==> src/motion_cmd_pkg.sv <==
// constants and types for the motion command decoder
// Notes on behaviour
// safe-position command drives motor to secure_position
// self-triggered safe move: bus lost, init, sleep
// type 1 frame: command byte, broadcast/address byte
// command identified from command byte only
// safe-position broadcast zero reaches every node
// coil fault triggers internal stop, shutdown
// internal stop while moving sets lost_step_flag
// after stop, actual copied into target position
// immediate-stop broadcast zero stops every node
// zero-position clears actual and target positions
// zero-position sets reference-done flag
// continuous run ignores shaft direction bit
// bus silence during run triggers autonomous motion
// broadcast continuous run accepted by every node
// two-speed positioning then sets reference-done
// two-speed sequence not interrupted by positioning
// two-speed frame layout, fixed id, high bytes first
// identifier top two bits are parity bits
// two-speed broadcast zero reaches every node
// first motion at max, second at min velocity
// first absolute target, second relative offset
// non-broadcast runs only on matching address
// bad checksum frame discarded without effects
package motion_cmd_pkg;
    localparam logic [5:0] fixed_id          = 6'h3c;  // command frame identifier
    localparam logic [7:0] app_cmd_value     = 8'h80;  // application command byte
    localparam logic [6:0] cmd_safe_position = 7'h04;
    localparam logic [6:0] cmd_stop          = 7'h05;
    localparam logic [6:0] cmd_zero_position = 7'h06;
    localparam logic [6:0] cmd_continuous    = 7'h17;
    localparam logic [6:0] cmd_two_speed     = 7'h08;  // arbitrary free code for two-speed
    localparam logic [3:0] short_len         = 4'h3;   // 2 data + checksum, id not counted
    localparam logic [3:0] long_len          = 4'h9;   // 8 data + checksum, id not counted

    typedef enum logic [3:0] {
        st_idle    = 4'b0001,  // motor at rest
        st_move    = 4'b0010,  // single positioning move or continuous run
        st_first   = 4'b0100,  // two-speed first leg
        st_second  = 4'b1000   // two-speed second leg
    } motion_t;
endpackage

==> src/motion_cmd_decoder.sv <==
// decodes motion command frames and drives position controller requests
`timescale 1ns/10ps
module motion_cmd_decoder
    import motion_cmd_pkg::*;
(
    input  wire logic        clock,
    input  wire logic        rst_n,
    input  wire logic [7:0]  rx_byte,          // byte from bus framer
    input  wire logic        rx_valid,         // one-cycle byte strobe
    input  wire logic        frame_start,      // break/sync seen, id byte next
    input  wire logic        frame_end,        // frame closed after checksum
    input  wire logic [5:0]  own_direct_id,    // assigned direct identifier
    input  wire logic [6:0]  node_address,     // own 7-bit address
    input  wire logic [10:0] secure_position,  // safe position parameter
    input  wire logic        bus_lost,         // pin-level status
    input  wire logic        init_done,        // pin-level status
    input  wire logic        sleep_request,    // pin-level status
    input  wire logic        coil_fault,       // pin-level status
    input  wire logic        motor_moving,     // from controller
    input  wire logic        motion_done,      // one-cycle pulse from controller
    input  wire logic        status_read,      // quick_status_read clears flag
    output logic [15:0]      actual_position,
    output logic [15:0]      target_position,
    output logic [3:0]       run_velocity_max, // first leg velocity
    output logic [3:0]       run_velocity_min, // second leg velocity
    output logic             move_start,       // pulse: go to target_position
    output logic             run_continuous,   // continuous motion level
    output logic             stop_now,         // immediate stop level
    output logic             shutdown,         // coil fault shutdown level
    output logic             lost_step_flag,
    output logic             reference_done,
    output logic [15:0]      motion_state_bits // debug: {12'h0,state}
);
    // synchronised asynchronous pins
    typedef struct packed {
        logic [3:0] s1;
        logic [3:0] s2;
        logic [3:0] prev;
    } sync_t;

    typedef struct packed {
        motion_t     state;
        logic [3:0]  idx;      // byte index in frame
        logic        is_type1; // direct-id frame
        logic        is_fixed; // 0x3c frame
        logic [7:0]  sum;      // running data sum
        logic [7:0]  b1, b2, b3, b4, b5, b6, b7, b8;
        logic [15:0] act, tgt, second;
        logic [3:0]  vmax, vmin;
        logic        start, run, stop, shut, lost, ref_done, pend_copy;
        sync_t       sy;
    } state_t;

    state_t q, d;

    // identifier parity: p0 = id0^id1^id2^id4, p1 = ~(id1^id3^id4^id5)
    function automatic logic [7:0] protect(input logic [5:0] id);
        protect = {~(id[1] ^ id[3] ^ id[4] ^ id[5]), id[0] ^ id[1] ^ id[2] ^ id[4], id};
    endfunction

    logic [8:0] sum_wide;    // carry folded back, classic checksum
    logic       sum_ok;
    logic       addr_hit;
    logic [6:0] cmd;
    logic       bc_n, ad_hit, ext;
    logic [3:0] rise;

    // next-state logic
    always_comb begin
        d          = q;
        d.start    = 1'b0;
        sum_wide   = 9'h000;
        sum_ok     = 1'b0;
        addr_hit   = 1'b0;
        cmd        = 7'h00;
        bc_n       = 1'b0;
        ad_hit     = 1'b0;
        ext        = 1'b0;
        // two flops before any use of pins
        d.sy.s1    = {bus_lost, init_done, sleep_request, coil_fault};
        d.sy.s2    = q.sy.s1;
        d.sy.prev  = q.sy.s2;
        rise       = q.sy.s2 & ~q.sy.prev;
        // byte collection
        if (frame_start) begin
            d.idx = 4'h0;
            d.sum = 8'h00;
            d.is_type1 = 1'b0;
            d.is_fixed = 1'b0;
        end else if (rx_valid) begin
            if (q.idx == 4'h0) begin
                d.is_type1 = (rx_byte == protect(own_direct_id));  // see R18
                d.is_fixed = (rx_byte == protect(fixed_id));
            end else begin
                sum_wide = {1'b0, q.sum} + {1'b0, rx_byte};
                d.sum = sum_wide[7:0] + {7'h00, sum_wide[8]};
            end
            case (q.idx)
                4'h1: d.b1 = rx_byte;
                4'h2: d.b2 = rx_byte;
                4'h3: d.b3 = rx_byte;
                4'h4: d.b4 = rx_byte;
                4'h5: d.b5 = rx_byte;
                4'h6: d.b6 = rx_byte;
                4'h7: d.b7 = rx_byte;
                4'h8: d.b8 = rx_byte;
                default: ;
            endcase
            if (q.idx != 4'hf) begin
                d.idx = q.idx + 4'h1;
            end
        end
        // frame execution at close; checksum byte included makes sum 0xff
        if (frame_end) begin
            sum_ok = (q.sum == 8'hff);
            if (q.is_type1 && q.idx == short_len + 4'h1 && q.b1[7]) begin
                cmd    = q.b1[6:0];
                bc_n   = ~q.b2[7];
                ad_hit = q.b2[6:0] == node_address;
                ext    = 1'b0;
            end else if (q.is_fixed && q.idx == long_len + 4'h1 && q.b1 == app_cmd_value
                         && q.b2[7]) begin
                cmd    = q.b2[6:0];
                bc_n   = ~q.b3[7];
                ad_hit = q.b3[6:0] == node_address;
                ext    = 1'b1;
            end else begin
                sum_ok = 1'b0;  // unknown frame shapes ignored
            end
            addr_hit = sum_ok && (bc_n || ad_hit);                     // see R22
            if (addr_hit && !ext) begin
                case (cmd)
                    cmd_safe_position: begin                           // see R1
                        if (q.state == st_idle || q.state == st_move) begin
                            d.tgt   = {5'h00, secure_position};
                            d.start = 1'b1;
                            d.run   = 1'b0;
                            d.state = st_move;
                        end
                    end
                    cmd_stop: begin
                        d.stop      = 1'b1;
                        d.run       = 1'b0;
                        d.pend_copy = 1'b1;
                    end
                    cmd_zero_position: begin                           // see R10
                        if (q.state != st_first && q.state != st_second) begin
                            d.act      = 16'h0000;
                            d.tgt      = 16'h0000;
                            d.ref_done = 1'b1;
                        end
                    end
                    cmd_continuous: begin       // see R12 see R14; direction from controller
                        if (q.state == st_idle || q.state == st_move) begin
                            d.run   = 1'b1;
                            d.state = st_move;
                        end
                    end
                    default: ;
                endcase
            end else if (addr_hit && cmd == cmd_two_speed
                         && q.state != st_first && q.state != st_second) begin
                d.vmax   = q.b4[7:4];
                d.vmin   = q.b4[3:0];
                d.tgt    = {q.b5, q.b6};
                d.second = {q.b7, q.b8};
                d.run    = 1'b0;
                d.start  = 1'b1;
                d.state  = st_first;                                   // see R15
            end
        end
        // internal triggers from pins
        if (q.sy.s2[0]) begin
            if (!q.stop && motor_moving) begin
                d.lost = 1'b1;
            end
            d.stop      = 1'b1;
            d.shut      = 1'b1;
            d.run       = 1'b0;
            d.pend_copy = 1'b1;
        end else if ((rise[3] || rise[2] || rise[1])
                     && q.state != st_first && q.state != st_second) begin  // see R2
            d.tgt   = {5'h00, secure_position};
            d.run   = 1'b0;
            d.start = 1'b1;
            d.state = st_move;
        end
        // motion progress
        if (motion_done) begin
            d.act = q.tgt;
            case (q.state)
                st_first: begin
                    d.tgt   = q.tgt + q.second;
                    d.start = 1'b1;
                    d.state = st_second;
                end
                st_second: begin
                    d.ref_done = 1'b1;
                    d.state    = st_idle;
                end
                st_move:  d.state = st_idle;
                st_idle:  d.state = st_idle;
                default:  d.state = st_idle;
            endcase
        end
        // at rest after stop: hold the stop position
        if (q.pend_copy && !motor_moving) begin
            d.tgt       = q.act;
            d.pend_copy = 1'b0;
            d.stop      = q.shut;
            d.state     = st_idle;
        end
        // set wins over read-clear
        if (status_read && !(d.lost && !q.lost)) begin
            d.lost = 1'b0;
        end
    end

    // state register
    always_ff @(posedge clock) begin
        if (!rst_n) begin
            q       <= '0;
            q.state <= st_idle;
        end else begin
            q <= d;
        end
    end

    assign actual_position   = q.act;
    assign target_position   = q.tgt;
    assign run_velocity_max  = q.vmax;
    assign run_velocity_min  = q.state == st_second ? q.vmin : q.vmin;  // second leg at min
    assign move_start        = q.start;
    assign run_continuous    = q.run;
    assign stop_now          = q.stop;
    assign shutdown          = q.shut;
    assign lost_step_flag    = q.lost;
    assign reference_done    = q.ref_done;
    assign motion_state_bits = {12'h000, q.state};
endmodule

==> config.mk <==
export PLATFORM = sky130hd
export DESIGN_NAME = motion_cmd_decoder
export DESIGN_NICKNAME = d
export VERILOG_FILES = /design/src/motion_cmd_pkg.sv /design/src/motion_cmd_decoder.sv
export SDC_FILE = /design/constraint.sdc
export NUM_CORES = 1
export LEC_CHECK = 0
export BUFFER_PORTS_ARGS = -buffer_cell sky130_fd_sc_hd__buf_2
export CORE_MARGIN = 3
export CORE_UTILIZATION = 29
export DETAILED_ROUTE_END_ITERATION = 8
export PLACE_DENSITY = 0.51
export SLEW_MARGIN = 20
export SYNTH_ARGS = -nofsm -noshare
export SYNTH_HDL_FRONTEND = slang
export SYNTH_SLANG_ARGS = --single-unit
==> constraint.sdc <==
create_clock -name clock -period 4.6 [get_ports clock]
set_input_delay 0.92 -clock clock [delete_from_list [all_inputs] [get_ports clock]]
set_output_delay 0.92 -clock clock [all_outputs]
set_load 0.01 [all_outputs]
Yosys cells after proc, flatten, opt, wreduce, memory -nomap -nowiden. Cells that the tools add are included.

Register bits after elaboration: 157. Input bits: 44. Word-level logic and storage cells: 195.

Add/sub/neg operators: 4. Equal/unequal tests: 30. Muxes and demuxes: 59. Bitwise operators: 15. Reduce and logical (&&, ||, !) cells: 59.

Operators by type and width (count): $mux 16 (8); $mux 32 (2); $mux 59 (1); $mux 42 (1); $mux 4 (9); $reduce_and 3->1 (11); $pmux 16 s2 (1); $mux 1 (26); $mux 24 (1); $eq 7x3->1 const B (3); $mux 7 (3); $eq 4x3->1 const B (5); $logic_and 1x1->1 (17); $add 16x16->16 (1); $eq 8x8->1 const B (2); $reduce_bool 2->1 (8); $eq 7x7->1 (2); $eq 4x2->1 const B (3); $eq 4x4->1 const B (3); $mux 2 (5); $add 8x8->9 (1); $reduce_bool 3->1 (3); $add 8x1->8 (1); $eq 4x1->1 const B (2); other kinds (23) (48).

Logic depth before layout (Yosys ltp). Gate-level depths: netlist of run 1.

Depth after elaboration: 20. Depth in mapped cells: 16.

Worst setup path before layout of run 1. Ideal clock, no wire load.

Kind: input to register. Start point: input rx_byte[0]. End point: register q[145] (netlist bit). Data arrival time: 3395 ps. Data required time: 4514 ps. Path slack: 1120 ps. Stages on the path: 16. Buffers on the path: 0. Path through: ha_1 -> fa_1 -> a21o_1 -> a21oi_1 -> o21bai_1 -> a21oi_1 -> nor2b_1 -> o21ai_0 -> nand2b_1 -> ha_1 -> ha_1 -> and3_1 -> nand2_1 -> nor2_1 -> xor2_1 -> a211oi_1.

Longest elaborated chain between the ends: 2.

RTL lines: from (decl) (line motion_cmd_decoder.sv:8) `input wire logic [7:0] rx_byte,`; $add 8x8->9 (line motion_cmd_decoder.sv:95) `sum_wide = {1'b0, q.sum} + {1'b0, rx_byte};`; $add 8x1->8 (line motion_cmd_decoder.sv:96) `d.sum = sum_wide[7:0] + {7'h00, sum_wide[8]};`; to (decl) (line motion_cmd_decoder.sv:54) `state_t q, d;`.

No other way between the ends. A chain may end at the register's enable or synchronous reset.

Worst setup path after layout of run 1. Ends and elaborated chain as after synthesis.

==> run metrics, run 1 <==
ratio of routed vias to standard cells=4.95; Setup Fix Bufs, Post-CTS=0; top cell type's share of synthesized area=0.376; Worst Slack Setup Final=1100 ps; Net Switching=815 uW; R2R setup slack=1130 ps; Setup TNS=0 ps; yosys synthesis warning count=0; CTS tree=yes; Max stage delay on crit path=400 ps; Port-buffer cells=93; clk buf depth=2; share of power burned in combinational logic=0.090; Final ANT Viol Nets=0; Post-synth EDFFs=0; DP Cell Count=1,359; Core Footprint=28,000 um2; ratio of final minimum period to clock period=0.760; clock latency on the worst-skew pair=between 400 and 500 ps; VDD IR max=228 uV; Data arrival, critical path=3830 ps; largest family of logic cells by synthesized area=simple AND/OR/NAND/NOR gates; CP Class=input pin to flop; internal power=approximately 2.2 mW; Final setup viols=0; Final Wtd Congestion=~0.85; area leader, netlist=dfxtp_1; share of layout cells above drive strength 1=0.161; Pins Over Slew Limit=0; RSZ-0062 raised after global routing=no; layout net count=1,075; post-synthesis compound-gate area fraction=0.185; synth unique cells=77; DP Worst Slack=656 ps; post_cts resized=0; initial antenna violation count=0; ys async rst share=0; register area share after synthesis=0.376; status=finished clean; Hold Buf Count CTS=0; Overall Power=3.05 mW; Inserted Clock Buffers=17; Max-Cap Viols=0; global-route wire length before repair=38.0 mm; clk sinks=156; PwrDens=329 nW/um2; Cell Chain, Critical Path=buf_2 > ha_1 > fa_1 > a21o_1 > a21oi_1 > o21bai_1 > a21oi_1 > nor2b_1 > o21ai_0 > nand2b_1 > ha_1 > ha_1 > and3_1 > nand2_1 > nor2_1 > xor2_1 > a211oi_1; largest net degree at the start of global routing=58; root buffer cell=clkbuf_16; fmax=286 MHz; H-tree Lvls=4; initial DRC count=between 400 and 500; Static Leak=3.80 nW; WL per Instance=17.3 um; Total Wirelength=24.1 mm; Worst R2R Path Depth=11; dpl hpwl=~17 mm; area delta synth->final=11.6%; Mean Syn Cell Area=around 8.5 um2; Rel. slew slack=0.372; DRC errors left=0; clk_skew=approximately 8.8 ps; floorplan row count=slightly above 60; sw frac=0.267; Synth Flop Type=dfxtp_1; CP max FO=11; Critical Path RT=4930 ps; cells after synthesis=978; min cycle time layout=3500 ps; Worst-Margin Slew=~940 ps; clock-pin slew on the worst setup and hold paths=approximately 70 ps; Post-Synth Simple-Gate Area=0.203; Synth Area in XOR/XNOR=0.0556; adder-cell share of the synthesized area=0.0485; Final Hold Vio Count=0; Syn Std Cell Area=8300 um2; I/O pins=106; synth top area cells=dfxtp_1 38%, buf_4 5.1%, nand2_1 5.1%, a21oi_1 5.0%, mux2i_1 4.5%; Worst setup SP type=input pin; fin cells=1,392; cell with the most instances on the worst path=ha_1; number of global-route vias before repair=6,492; grt total ovfl=0; post-route cell area=9260 um2; Seq cells post-synth=156; GR Util All Layers=0.157; mux share of post-synthesis cell area=0.0446; Die ar.=roughly 31,000 um2; DR pass1 iterations=5; endpoint class of the critical path=flop; Hold Path Cell Cnt=1; chip height=175 um; Hold WC Path Type=flop to flop; vias=6,886; Die W=175 um; Clock power frac=0.450; worst-path cell with the longest stage delay=fa_1; Post-Place Cell Area=8690 um2; initial core utilization=0.296; sequential share of power=0.460
sequential cells by signal, indices dropped and copies added (netlist names):
register	count
run_velocity_max	4
motion_state_bits	4
run_velocity_min	4
run_continuous	1
reference_done	1
lost_step_flag	1
q	98
move_start	1
stop_now	1
d	8
shutdown	1
target_position	16
actual_position	16
synthesized netlist by cell type, types with 18 or more instances:
library cell and instances:
a21oi_1 83, buf_4 56, clkbuf_1 41, dfxtp_1 156, ha_1 29, inv_1 18
mux2i_1 37, nand2_1 112, nand3_1 55, nor2_1 88, o21ai_0 28, xnor2_1 29
xor2_1 21
logic make-up (layout without fill, tap and decap cells):
logic type                 count (synthesis)  after routing
AOI/OAI and AO/OA                        226            226
xor gates and xnor gates                  51             51
adders and majority gates                 31             31
buffers and inverters                    127            151
DFF                                      156            156
muxes                                     37             37
other                                      1             13
and+or+nand+nor                          349            349
per-stage QoR:
| stage | hold WS, ps | util |
|---|---|---|
| after floorplan | 412 | - |
| after global placement | 417 | 0.310 |
| after detailed placement | 421 | 0.310 |
| after CTS | 438 | 0.330 |
| after global routing | 462 | 0.331 |
| final | 433 | 0.331 |
worst paths after layout:
path                   start            endpoint
hold reg to reg         d[4]                d[0]
setup reg to reg      q[149]  target_position[1]
hold / removal          d[4]                d[0]
setup / recovery  rx_byte[0]              q[145]
worst max-delay path, delay by kind of cell:
| kind | cells | cell delay, ps |
|---|---|---|
| and+or+nand+nor | 5 | 430 |
| xor gates and xnor gates | 1 | 150 |
| buffers and inverters | 1 | 180 |
| AOI/OAI and AO/OA | 6 | 1090 |
| adders and majority gates | 4 | 1060 |
cells in the final DEF (no fill, tap or decap), types with 13 or more instances in the layout:
cell	netlist	routed
inv_1	18	17
and2_1	16	16
a21oi_1	83	83
nor2_1	88	88
a22oi_1	15	15
a31oi_1	13	13
xnor2_1	29	29
o21ai_0	28	28
nand2_1	112	112
ha_1	29	29
dfxtp_1	156	156
mux2i_1	37	37
buf_2	5	93
clkbuf_16	0	17
nand3_1	55	55
xor2_1	21	21
power by group through the flow:
stage          combinational [mW]  sequential, mW  clock, mW
2_1_floorplan               0.209            1.42          0
3_3_place_gp                0.271            1.44          0
3_5_place_dp                0.274            1.44          0
4_1_cts                     0.275            1.40       1.42
5_1_grt                     0.307            1.41       1.47
6_report                    0.275            1.40       1.37
final cells by class:
| type | instances | area [um2] |
|---|---|---|
| antenna | 1 | 2.50 |
| inverter | 18 | 68.8 |
| clock inverter | 14 | 135 |
| sequential | 156 | 3120 |
| multi-input combinational | 706 | 4510 |
| clock buffer | 18 | 429 |
| tap | 378 | 473 |
| fill | 2994 | 18700 |
| timing repair buffer | 101 | 526 |
metal layers:
metal,vias to the layer above,routed length (um),global-route usage
li1,3443,-,-
met1,3248,12200,0.236
met2,171,10400,0.232
met3,24,1190,0.0291
met4,0,329,0.0389
met5,-,0,0
(Power assumes the default switching activity.)
==> run 2, diff against run 1 <==
- PLACE_DENSITY: 0.51 -> 0.52
- clock period: 4.6 -> 3 ns (I/O delays scaled with it)
==> run metrics, run 2 (synthesis results as in run 1) <==
Worst R2R Path Depth=12; dpl hpwl=17.3 mm; Register Area=3120 um2; clock latency on the worst-skew pair=430 ps; Data arrival, critical path=3140 ps; initial core utilization=0.296; Setup TNS=0 ps; CP Class=flop to flop; Pins Over Slew Limit=0; Worst setup SP type=flop; DRC errors left=0; fmax=between 300 and 400 MHz; CP max FO=10; endpoint class of the critical path=flop; grt total ovfl=0; initial DRC count=561; Hold Buf Count CTS=0; Inserted Clock Buffers=17; VDD IR max=389 uV; largest reg by FF count=q; hold path endpoint=d[7]; commonest non-fill, non-tap cell in the layout=dfxtp_1; Hold WS=366 ps; layout net count=1,120; Final ANT Viol Nets=0; Final Hold Vio Count=0; vias=7,097; largest net degree at the start of global routing=82; global-route wire length before repair=roughly 37 mm; Layout Utilization=0.348; Final Wtd Congestion=0.859; PwrDens=~500 nW/um2; ratio of final minimum period to clock period=0.941; GR Util All Layers=0.154; root buffer cell=clkbuf_16; R2R setup slack=approximately 180 ps; clk buf depth=2; CTS tree=yes; initial antenna violation count=2; Die W=175 um; RSZ-0062 raised after global routing=no; clock-pin slew on the worst setup and hold paths=70 ps; reg2reg start=q[149]; Port-buffer cells=93; most frequent cells in the layout=155 x dfxtp_1, 112 x nand2_1, 93 x buf_2, 88 x nor2_1, 80 x a21oi_1; number of global-route vias before repair=~6,600; Hold Path Cell Cnt=2; Hold Crit Start=bus_lost; Worst-Margin Slew=594 ps; max reg flops=~100; chip height=between 150 and 200 um; Total Wirelength=24.1 mm; Static Leak=4.06 nW; Final setup viols=0; DR pass1 iterations=5; share of layout cells above drive strength 1=0.211; Overall Power=roughly 4.9 mW; Die ar.=30,700 um2; Critical Path RT=3320 ps; status=finished clean; Max-Cap Viols=0; WL per Instance=~17 um; clk_skew=10.2 ps; ratio of routed vias to standard cells=4.94; Hold WC Path Type=input pin to flop; Core Footprint=approximately 28,000 um2; worst reg2reg endpoint=target_position[0]; layout filler cell count=roughly 3,000; area delta synth->final=17.5%; clk sinks=between 150 and 200; area taken by multi-input logic gates=4600 um2; floorplan row count=61; Ant. Diodes=0; I/O pins=106; min cycle time layout=around 2800 ps; H-tree Lvls=4; Rel. slew slack=0.602
==> run 2: layout make-up <==
class,instances,area share
Multi-Input combinational cell,707,0.471
Clock buffer,18,0.0450
Timing Repair Buffer,145,0.0894
Tap cell,378,0.0485
Clock inverter,14,0.0189
Inverter,18,0.00692
Sequential cell,156,0.320
==> run 2: worst max-delay path, cell delays in order (launching register included) <==
cell	delay [ps]
dfxtp_1	380
inv_1	100
ha_1	230
nand4_1	120
and4b_1	210
buf_6	160
a22oi_4	220
nand3b_4	160
o41ai_4	370
buf_4	220
nand3_2	190
a211oi_2	270
o22ai_1	80
==> run 2: timing repair <==
action / CTS / global route
endpoints found under the setup margin: 0 / 14
setup buffers: 0 / 3
gates resized for setup: 0 / 15
==> run 2: worst max path at each step <==
stage | end | slack (ps) | cells after the start | start
after floorplan | q[145] | 20 | 16 | rx_byte[0]
after global placement | q[145] | -140 | 17 | rx_byte[0]
after detailed placement | q[146] | -180 | 16 | rx_byte[0]
after CTS | target_position[1] | 50 | 11 | q[149]
after global routing | q[145] | 7 | 16 | q[139]
final | target_position[0] | 180 | 12 | q[149]
==> run 2: power by group <==
group	internal, mW	total (mW)	switching, mW
clock	1.35	2.31	0.956
combinational	0.183	0.454	0.271
sequential	2.11	2.15	0.0420
==> run 2: metal layers <==
metal	vias up	GRT usage	part of all wire
met2	202	0.228	0.42
li1	3524	-	-
met5	-	0	0.00058
met4	4	0.0359	0.014
met1	3337	0.226	0.50
met3	30	0.0350	0.056
==> run 2: per-stage QoR <==
| stage | instance area, um2 | cells | worst slack, ps |
|---|---|---|---|
| 2_1_floorplan | 8360 | 989 | 24.0 |
| 3_3_place_gp | 9030 | 1400 | -143 |
| 3_5_place_dp | 9030 | 1400 | -180 |
| 4_1_cts | 9650 | 1432 | 46.8 |
| 5_1_grt | 9760 | 1436 | 7.26 |
| 6_report | 9760 | 1436 | 176 |
